[config.mk]
export PLATFORM = sky130hd
export DESIGN_NAME = oadc_top
export DESIGN_NICKNAME = d
export VERILOG_FILES = /design/src/oadc_top.v /design/src/oadc_ea_decode.v
export VERILOG_INCLUDE_DIRS = /design/src
export SDC_FILE = /design/constraint.sdc
export NUM_CORES = 1
export LEC_CHECK = 0
export BUFFER_PORTS_ARGS = -buffer_cell sky130_fd_sc_hd__buf_2
export CORE_ASPECT_RATIO = 1.1
export CORE_MARGIN = 10
export CORE_UTILIZATION = 50
export CTS_BUF_LIST = sky130_fd_sc_hd__clkbuf_4 sky130_fd_sc_hd__clkbuf_8 sky130_fd_sc_hd__clkbuf_16
export DETAILED_ROUTE_END_ITERATION = 7
export GPL_TIMING_DRIVEN = 1
export PLACE_DENSITY_LB_ADDON = 0.3
export SYNTH_ARGS = -nofsm -noshare
export SYNTH_HDL_FRONTEND = slang
export SYNTH_SLANG_ARGS = --single-unit
[constraint.sdc]
create_clock -name ref_clk -period 4.4 [get_ports ref_clk]
set_clock_uncertainty 0.15 [all_clocks]
set_input_delay 0.44 -clock ref_clk [delete_from_list [all_inputs] [get_ports ref_clk]]
set_output_delay 0.44 -clock ref_clk [all_outputs]
set_load 0.05 [all_outputs]
[src/oadc_consts.vh]
// constants for the operand address decode and cycle count block
`ifndef OADC_CONSTS_VH
`define OADC_CONSTS_VH
// operand sizes
`define OADC_SZ_BYTE 2'h0
`define OADC_SZ_WORD 2'h1
`define OADC_SZ_LONG 2'h2
// operand location
`define OADC_LOC_REG   3'h0
`define OADC_LOC_IMEM  3'h1
`define OADC_LOC_EXT16 3'h2
`define OADC_LOC_EXT8  3'h3
// program memory location
`define OADC_PM_INT    2'h0
`define OADC_PM_EXT16  2'h1
`define OADC_PM_EXT8   2'h2
// addressing form codes (one-hot)
`define OADC_FORM_REG  8'h01
`define OADC_FORM_IND  8'h02
`define OADC_FORM_PINC 8'h04
`define OADC_FORM_D8   8'h08
`define OADC_FORM_D16  8'h10
`define OADC_FORM_IDX  8'h20
`define OADC_FORM_PCR  8'h40
`define OADC_FORM_DIR  8'h80
// addressing overhead cycles and register accesses
`define OADC_CYC_IND   4'h2
`define OADC_CYC_PINC  4'h4
`define OADC_CYC_PCR   4'h2
`define OADC_CYC_DIR   4'h1
`define OADC_ACC_IND   4'h1
`define OADC_ACC_PINC  4'h2
// operand access corrections
`define OADC_COR_ODD_W 4'h2
`define OADC_COR_ODD_L 4'h4
`define OADC_COR_EXT_B 4'h1
`define OADC_COR_EV_W  4'h1
`define OADC_COR_EV_L  4'h2
`define OADC_COR_SL_W  4'h4
`define OADC_COR_SL_L  4'h8
// program fetch corrections per boundary
`define OADC_PF_INT    4'h2
`define OADC_PF_EXT    4'h3
// accumulator fill codes
`define OADC_LH_KEEP   2'h0
`define OADC_LH_ZERO   2'h1
`define OADC_LH_SIGN   2'h2
`define OADC_AH_KEEP   2'h0
`define OADC_AH_COPY   2'h1
`define OADC_AH_ZERO   2'h2
`define OADC_AH_SIGN   2'h3
`endif

[src/oadc_top.v]
// operand address decode, cycle accounting and accumulator fill
`timescale 1ns/10ps
`default_nettype none
`include "oadc_consts.vh"
module oadc_top (
  input  wire        ref_clk,
  input  wire        rst,
  input  wire        instr_valid,
  input  wire [4:0]  ea_code,
  input  wire [1:0]  op_size,
  input  wire [2:0]  op_location,
  input  wire        op_addr_odd,
  input  wire        uses_ea_memory,
  input  wire [7:0]  base_cycles,
  input  wire [3:0]  instr_reg_accesses,
  input  wire [1:0]  prog_location,
  input  wire [2:0]  fetch_units,
  input  wire [7:0]  wait_cycles,
  input  wire        intermittent_en,
  input  wire [1:0]  intermittent_wait_select,
  input  wire        read_modify_write_flag,
  input  wire        acc_load,
  input  wire [31:0] acc_data,
  input  wire [1:0]  acc_low_upper_byte_op,
  input  wire [1:0]  acc_high_op,
  input  wire        imm_extend,
  input  wire [7:0]  imm8,
  output reg  [7:0]  form_out,
  output reg  [2:0]  byte_register_sel_out,
  output reg  [2:0]  word_register_sel_out,
  output reg  [1:0]  long_register_sel_out,
  output reg  [2:0]  pointer_register_sel_out,
  output reg  [1:0]  ext_bytes_out,
  output reg         ptr_increment,
  output reg  [11:0] total_cycles,
  output reg  [7:0]  access_count,
  output reg         rmw_out,
  output reg         result_valid,
  output reg  [15:0] acc_low_half,
  output reg  [15:0] acc_high_half,
  output reg  [15:0] sign_extended_immediate
);
  wire [7:0] form_w;
  wire [2:0] bsel_w;
  wire [2:0] wsel_w;
  wire [1:0] lsel_w;
  wire [2:0] psel_w;
  wire [1:0] ext_w;
  wire [3:0] acyc_w;
  wire [3:0] aacc_w;
  reg  [3:0] op_cor;
  reg  [3:0] op_acc;
  reg  [3:0] pf_per;
  reg  [7:0] stall_per;
  reg  [11:0] cycles_next;
  reg  [7:0] acc_next;
  reg  [15:0] low_next;
  reg  [15:0] high_next;

  oadc_ea_decode u_dec (
    .ea_code              (ea_code),
    .op_size              (op_size),
    .form                 (form_w),
    .byte_register_sel    (bsel_w),
    .word_register_sel    (wsel_w),
    .long_register_sel    (lsel_w),
    .pointer_register_sel (psel_w),
    .ext_bytes            (ext_w),
    .addr_cycles          (acyc_w),
    .reg_accesses         (aacc_w)
  );

  // operand access correction and access count by location
  always @* begin
    op_cor = 4'h0;
    op_acc = (op_size == `OADC_SZ_LONG) ? 4'h2 : 4'h1;
    case (op_location)
      `OADC_LOC_IMEM: begin
        if (op_addr_odd && op_size == `OADC_SZ_WORD) begin
          op_cor = `OADC_COR_ODD_W;
          op_acc = 4'h2;
        end else if (op_addr_odd && op_size == `OADC_SZ_LONG) begin
          op_cor = `OADC_COR_ODD_L;
          op_acc = 4'h4;
        end
      end
      `OADC_LOC_EXT16, `OADC_LOC_EXT8: begin
        if (op_size == `OADC_SZ_BYTE) begin
          op_cor = `OADC_COR_EXT_B;
        end else if (op_location == `OADC_LOC_EXT16 && !op_addr_odd) begin
          op_cor = (op_size == `OADC_SZ_WORD) ? `OADC_COR_EV_W : `OADC_COR_EV_L;
        end else begin
          // 8-bit bus or misaligned: each half split into byte cycles
          op_cor = (op_size == `OADC_SZ_WORD) ? `OADC_COR_SL_W : `OADC_COR_SL_L;
          op_acc = (op_size == `OADC_SZ_WORD) ? 4'h2 : 4'h4;
        end
      end
      default: begin
        op_cor = 4'h0;
      end
    endcase
  end

  // worst-case fetch cost: word units for 16-bit paths, bytes for 8-bit
  always @* begin
    case (prog_location)
      `OADC_PM_INT:   pf_per = `OADC_PF_INT;
      `OADC_PM_EXT16: pf_per = `OADC_PF_EXT;
      `OADC_PM_EXT8:  pf_per = `OADC_PF_EXT;
      default:        pf_per = 4'h0;
    endcase
  end

  // suspended cycles per access; select value taken as the count
  always @* begin
    stall_per = intermittent_en ? {6'h00, intermittent_wait_select} : 8'h00;
  end

  always @* begin
    acc_next = {4'h0, instr_reg_accesses} + {4'h0, op_acc};
    if (uses_ea_memory) begin
      acc_next = acc_next + {4'h0, aacc_w};
    end
    cycles_next = {4'h0, base_cycles}
                + {8'h00, op_cor}
                + {4'h0, wait_cycles}
                + {8'h00, pf_per} * {9'h000, fetch_units}
                + {4'h0, stall_per} * {4'h0, acc_next};
    if (uses_ea_memory) begin
      cycles_next = cycles_next + {8'h00, acyc_w};
    end
  end

  // accumulator fill
  always @* begin
    low_next  = acc_low_half;
    high_next = acc_high_half;
    if (acc_load) begin
      case (op_size)
        `OADC_SZ_BYTE: begin
          low_next[7:0] = acc_data[7:0];
          case (acc_low_upper_byte_op)
            `OADC_LH_ZERO: low_next[15:8] = 8'h00;
            `OADC_LH_SIGN: low_next[15:8] = {8{acc_data[7]}};
            default:       low_next[15:8] = acc_low_half[15:8];
          endcase
        end
        `OADC_SZ_WORD: low_next = acc_data[15:0];
        default: begin
          low_next  = acc_data[15:0];
          high_next = acc_data[31:16];
        end
      endcase
      if (op_size != `OADC_SZ_LONG) begin
        case (acc_high_op)
          `OADC_AH_COPY: high_next = acc_low_half;
          `OADC_AH_ZERO: high_next = 16'h0000;
          `OADC_AH_SIGN: high_next = {16{low_next[15]}};
          default:       high_next = acc_high_half;
        endcase
      end
    end
  end

  always @(posedge ref_clk or posedge rst) begin
    if (rst) begin
      form_out                 <= 8'h00;
      byte_register_sel_out    <= 3'h0;
      word_register_sel_out    <= 3'h0;
      long_register_sel_out    <= 2'h0;
      pointer_register_sel_out <= 3'h0;
      ext_bytes_out            <= 2'h0;
      ptr_increment            <= 1'b0;
      total_cycles             <= 12'h000;
      access_count             <= 8'h00;
      rmw_out                  <= 1'b0;
      result_valid             <= 1'b0;
      acc_low_half             <= 16'h0000;
      acc_high_half            <= 16'h0000;
      sign_extended_immediate  <= 16'h0000;
    end else begin
      result_valid  <= instr_valid;
      acc_low_half  <= low_next;
      acc_high_half <= high_next;
      if (instr_valid) begin
        form_out                 <= form_w;
        byte_register_sel_out    <= bsel_w;
        word_register_sel_out    <= wsel_w;
        long_register_sel_out    <= lsel_w;
        pointer_register_sel_out <= psel_w;
        ext_bytes_out            <= ext_w;
        ptr_increment            <= (form_w == `OADC_FORM_PINC);
        total_cycles             <= cycles_next;
        access_count             <= acc_next;
        // flag passed on only; the split-meaning check is software's job
        rmw_out                  <= read_modify_write_flag;
        sign_extended_immediate  <= imm_extend ? {{8{imm8[7]}}, imm8}
                                               : {8'h00, imm8};
      end
    end
  end
endmodule // oadc_top
`default_nettype wire

[src/oadc_ea_decode.v]
// effective-address field decoder
`timescale 1ns/10ps
`default_nettype none
`include "oadc_consts.vh"
module oadc_ea_decode (
  input  wire [4:0] ea_code,
  input  wire [1:0] op_size,
  output reg  [7:0] form,
  output reg  [2:0] byte_register_sel,
  output reg  [2:0] word_register_sel,
  output reg  [1:0] long_register_sel,
  output reg  [2:0] pointer_register_sel,
  output reg  [1:0] ext_bytes,
  output reg  [3:0] addr_cycles,
  output reg  [3:0] reg_accesses
);
  always @* begin
    form                 = `OADC_FORM_REG;
    byte_register_sel    = 3'h0;
    word_register_sel    = 3'h0;
    long_register_sel    = 2'h0;
    pointer_register_sel = 3'h0;
    ext_bytes            = 2'h0;
    addr_cycles          = 4'h0;
    reg_accesses         = 4'h0;
    if (ea_code[4:3] == 2'h0) begin
      // register direct: long forms pair registers, so code/2 picks one
      form = `OADC_FORM_REG;
      if (op_size == `OADC_SZ_BYTE) begin
        byte_register_sel = ea_code[2:0];
      end else if (op_size == `OADC_SZ_WORD) begin
        word_register_sel = ea_code[2:0];
      end else begin
        long_register_sel = ea_code[2:1];
      end
    end else if (ea_code[4:2] == 3'h2) begin
      form = `OADC_FORM_IND;
      pointer_register_sel = {1'b0, ea_code[1:0]};
      addr_cycles = `OADC_CYC_IND;
      reg_accesses = `OADC_ACC_IND;
    end else if (ea_code[4:2] == 3'h3) begin
      form = `OADC_FORM_PINC;
      pointer_register_sel = {1'b0, ea_code[1:0]};
      addr_cycles = `OADC_CYC_PINC;
      reg_accesses = `OADC_ACC_PINC;
    end else if (ea_code[4:3] == 2'h2) begin
      form = `OADC_FORM_D8;
      pointer_register_sel = ea_code[2:0];
      ext_bytes = 2'h1;
      addr_cycles = `OADC_CYC_IND;
      reg_accesses = `OADC_ACC_IND;
    end else if (ea_code[4:2] == 3'h6) begin
      form = `OADC_FORM_D16;
      pointer_register_sel = {1'b0, ea_code[1:0]};
      ext_bytes = 2'h2;
      addr_cycles = `OADC_CYC_IND;
      reg_accesses = `OADC_ACC_IND;
    end else if (ea_code[1] == 1'b0) begin
      form = `OADC_FORM_IDX;
      pointer_register_sel = {2'h0, ea_code[0]};
      word_register_sel = 3'h7;
      addr_cycles = `OADC_CYC_PINC;
      reg_accesses = `OADC_ACC_PINC;
    end else if (ea_code[0] == 1'b0) begin
      form = `OADC_FORM_PCR;
      ext_bytes = 2'h2;
      addr_cycles = `OADC_CYC_PCR;
    end else begin
      form = `OADC_FORM_DIR;
      ext_bytes = 2'h2;
      addr_cycles = `OADC_CYC_DIR;
    end
  end
endmodule // oadc_ea_decode
`default_nettype wire

==> results.py <==
metrics = {
    "sta": {
        "rsz0062_at_grt": "true",
        "fmax_mhz": 155.9,
        "max_slew.worst_pin.slew_ns": 1.263,
        "final.period_utilization_pct": 145.8,
        "slew_headroom_pct": 15.81,
        "slew_viol_final": 0,
        "min_period_ns": 6.416,
        "hold_viol_final": 0,
        "postLayoutSetupSlackWorst_ns": -2.016,
        "setup_viol": 10,
    },
    "cts": {
        "ctsHtreeMaxLevel": 3,
        "numCtsBuffers": 9,
        "cts.sinks": 82,
        "cts-root-buf": "clkbuf_16",
        "cts_hold_buf": 0,
        "clockBufferDepth": 2,
        "clock_latency_ns": 0.34,
        "clk_pin_slew_worst_paths_ns": 0.06,
        "cts_tree": "yes",
    },
    "synthesis": {
        "synth_warnings": 0,
        "syn_area_um2": 5473,
        "ys_seq_area_share_pct": 37.49,
        "avgSynthCellArea_um2": 9.568,
        "yosysTopAreaCell": "dfrtp_1",
        "synth-edff-count": 0,
        "ys_ff_latch": 82,
        "yosys_most_used_dff": "dfrtp_1",
        "syn_inst": 572,
        "synthTopCellsByArea": "dfrtp_1, fa_1, ha_1",
        "yosysTopAreaCellShare_pct": 37.49,
        "yosysUniqueCellTypes": 58,
        "async_flop_share_pct": 100.0,
    },
    "floorplanning": {
        "start_util_pct": 50.63,
        "die_x_um": 119.8,
        "ios": 182,
        "dieArea_um2": 15530,
        "rows": 40,
        "fp.dieH_um": 129.7,
        "coreArea_um2": 10810,
    },
    "placed_design": {
        "dp_hpwl_um": 12490,
        "place_congestion": 0.8914,
        "numPortBuffers": 179,
        "dpl_cell_area_um2": 6913,
    },
    "layout": {
        "fin_area_um2": 7572,
        "multiInputGateArea_um2": 3314,
        "drive_above_1_share_pct": 45.19,
        "regArea_um2": 2052,
        "fillers": 853,
        "antenna_cells": 0,
        "layout_common_cells": "buf_2, dfrtp_1, buf_4",
        "final_common_cell": "buf_2",
        "final_core_util_pct": 70.05,
        "syn_to_final_growth_pct": 38.36,
        "nets": 954,
    },
    "setup_path": {
        "crit_fanout": 3,
        "path_class": "in2reg",
        "r2r.worst_path.cells": 4,
        "critical_path_required_ns": 4.47,
        "r2r_start": "acc_low_half[15]$_DFFE_PP0P_",
        "start_kind": "primary input",
        "rr_endpoint": "acc_high_half[1]$_DFFE_PP0P_",
        "critPathArrivalTime_ns": 6.49,
        "endpoint_kind": "flop",
        "rrSetupSlack_ns": 2.23,
    },
    "drt": {
        "drcViolationCount": 0,
        "first_pass_iters": 4,
        "drt-wirelength-per-cell_um": 16.99,
        "detail-route-antenna-nets": 0,
        "via_per_inst": 5.258,
        "drtIter0Drc": 274,
        "drt_wl_total_um": 16260,
        "vias": 5032,
    },
    "min_path": {
        "hold_path_class": "in2async",
    },
    "power": {
        "powerDensity_nw_per_um2": 527.8,
        "ir_worst_vdd_v": 0.0003761,
        "p_leak_uw": 0.003831,
    },
    "global_route": {
        "grt_pass1_vias": 5270,
        "antenna_found_initial": 1,
        "grt_max_degree": 43,
        "met1_usage_pct": 22.69,
        "overflow": 0,
        "grt_busiest_layer": "met2",
        "grt.met2_usage_pct": 37.14,
        "grtUsageMet3_pct": 5.445,
        "grt.total_usage_pct": 20.36,
        "grt_pass1_wl_um": 25810,
    },
    "outcome": {
        "violations": "negative setup slack",
        "status": "finished with violations",
    },
    "flow_run": {
        "max_cap_violations": 0,
    },
}
==> flip-flops by register name, summed over array words and instances, names as in the netlist <==
| register | cells |
|---|---|
| form_out | 8 |
| result_valid | 1 |
| access_count | 6 |
| acc_high_half | 16 |
| pointer_register_sel_out | 3 |
| rmw_out | 1 |
| acc_low_half | 16 |
| byte_register_sel_out | 3 |
| long_register_sel_out | 2 |
| ptr_increment | 1 |
| sign_extended_immediate | 9 |
| total_cycles | 12 |
| ext_bytes_out | 1 |
| word_register_sel_out | 3 |
==> repair_timing <==
item / in CTS / in global routing
pin swaps: 36 / 29
setup buffers: 10 / 8
setup endpoints to repair: 10 / 10
resized for setup: 34 / 26
==> cell usage after synthesis (all sizes together), types with 12 or more instances <==
cell	number
ha	35
o31ai	17
nand2	57
dfrtp	82
buf	17
mux2	26
fa	24
nor2	53
a21oi	28
o21ai	26
inv	63
clkbuf	18
nor2b	12
a211oi	20
==> how the worst max path moves through the flow <==
stage,from,cells after the start,end,slack (ns)
global placement,op_location[1],25,total_cycles[6]$_DFFE_PP0P_,-2.42
CTS,op_location[0],25,total_cycles[6]$_DFFE_PP0P_,-2.12
detailed placement,op_location[1],25,total_cycles[6]$_DFFE_PP0P_,-2.63
global route,op_location[1],26,total_cycles[6]$_DFFE_PP0P_,-2.23
finish,op_location[0],25,total_cycles[6]$_DFFE_PP0P_,-2.02
floorplan,op_size[1],25,total_cycles[6]$_DFFE_PP0P_,-2.30
==> metrics by stage <==
stage | hold slack [ns] | total power (µW) | setup slack (ns) | instances | TNS (ns)
finish | 0.03432 | 3996 | -2.016 | 957 | -17.51
global route | 0.1015 | 4245 | -2.226 | 957 | -19.44
global placement | 0.3044 | 2945 | -2.420 | 924 | -21.43
floorplan | 0.3214 | 2403 | -2.303 | 574 | -18.93
detailed placement | 0.3116 | 2992 | -2.627 | 924 | -23.18
CTS | 0.06075 | 3836 | -2.115 | 949 | -17.85
==> layout make-up <==
class                      count  share of cell area (%)
sequential                    82                   27.10
clock buffer                  11                   3.173
clock inverter                 5                  0.5122
multi-input combinational    394                   43.77
inverter                      63                   3.239
tap                          147                   2.429
timing repair buffer         255                   19.78
==> per-layer routing <==
layer  share of wire, %  up-vias
met4                2.3        2
met3                6.5       32
met2                 53      163
met5              0.043        -
met1                 38     2436
li1                   -     2399
==> cells by family (layout without fill, tap and decap cells) <==
family,count (synthesis),count (layout),share of synthesized area (%)
AND/OR/NAND/NOR,156,156,13.33
AO/OA/AOI/OAI,130,130,15.98
buffers and inverters,98,334,7.499
flip-flops,82,82,37.49
adder cells (fa/ha/maj),59,59,16.78
multiplexers,32,32,6.447
XOR/XNOR,13,13,2.332
other,2,4,0.1372
==> worst max-delay path: stages <==
cell and delay, ns:
buf_8 0.10, inv_4 0.05, o21ai_2 0.05, a22o_1 0.18
a31oi_1 0.17, ha_2 0.22, inv_2 0.04, fa_1 0.50
inv_2 0.05, fa_2 0.46, mux2i_4 0.21, nor2_2 0.06
fa_1 0.49, inv_2 0.04, fa_1 0.54, inv_2 0.04
fa_1 0.48, fa_1 0.58, fa_2 0.49, ha_4 0.29
nor2b_4 0.12, o211ai_1 0.14, nor4b_2 0.25, xnor3_1 0.25
mux2_4 0.26
==> where the power goes <==
part           internal [µW]  leakage (µW)  switching, µW
sequential               873       0.00101           64.2
clock                    398      0.000137            320
combinational            997       0.00268           1340
(Power assumes the default switching activity.)
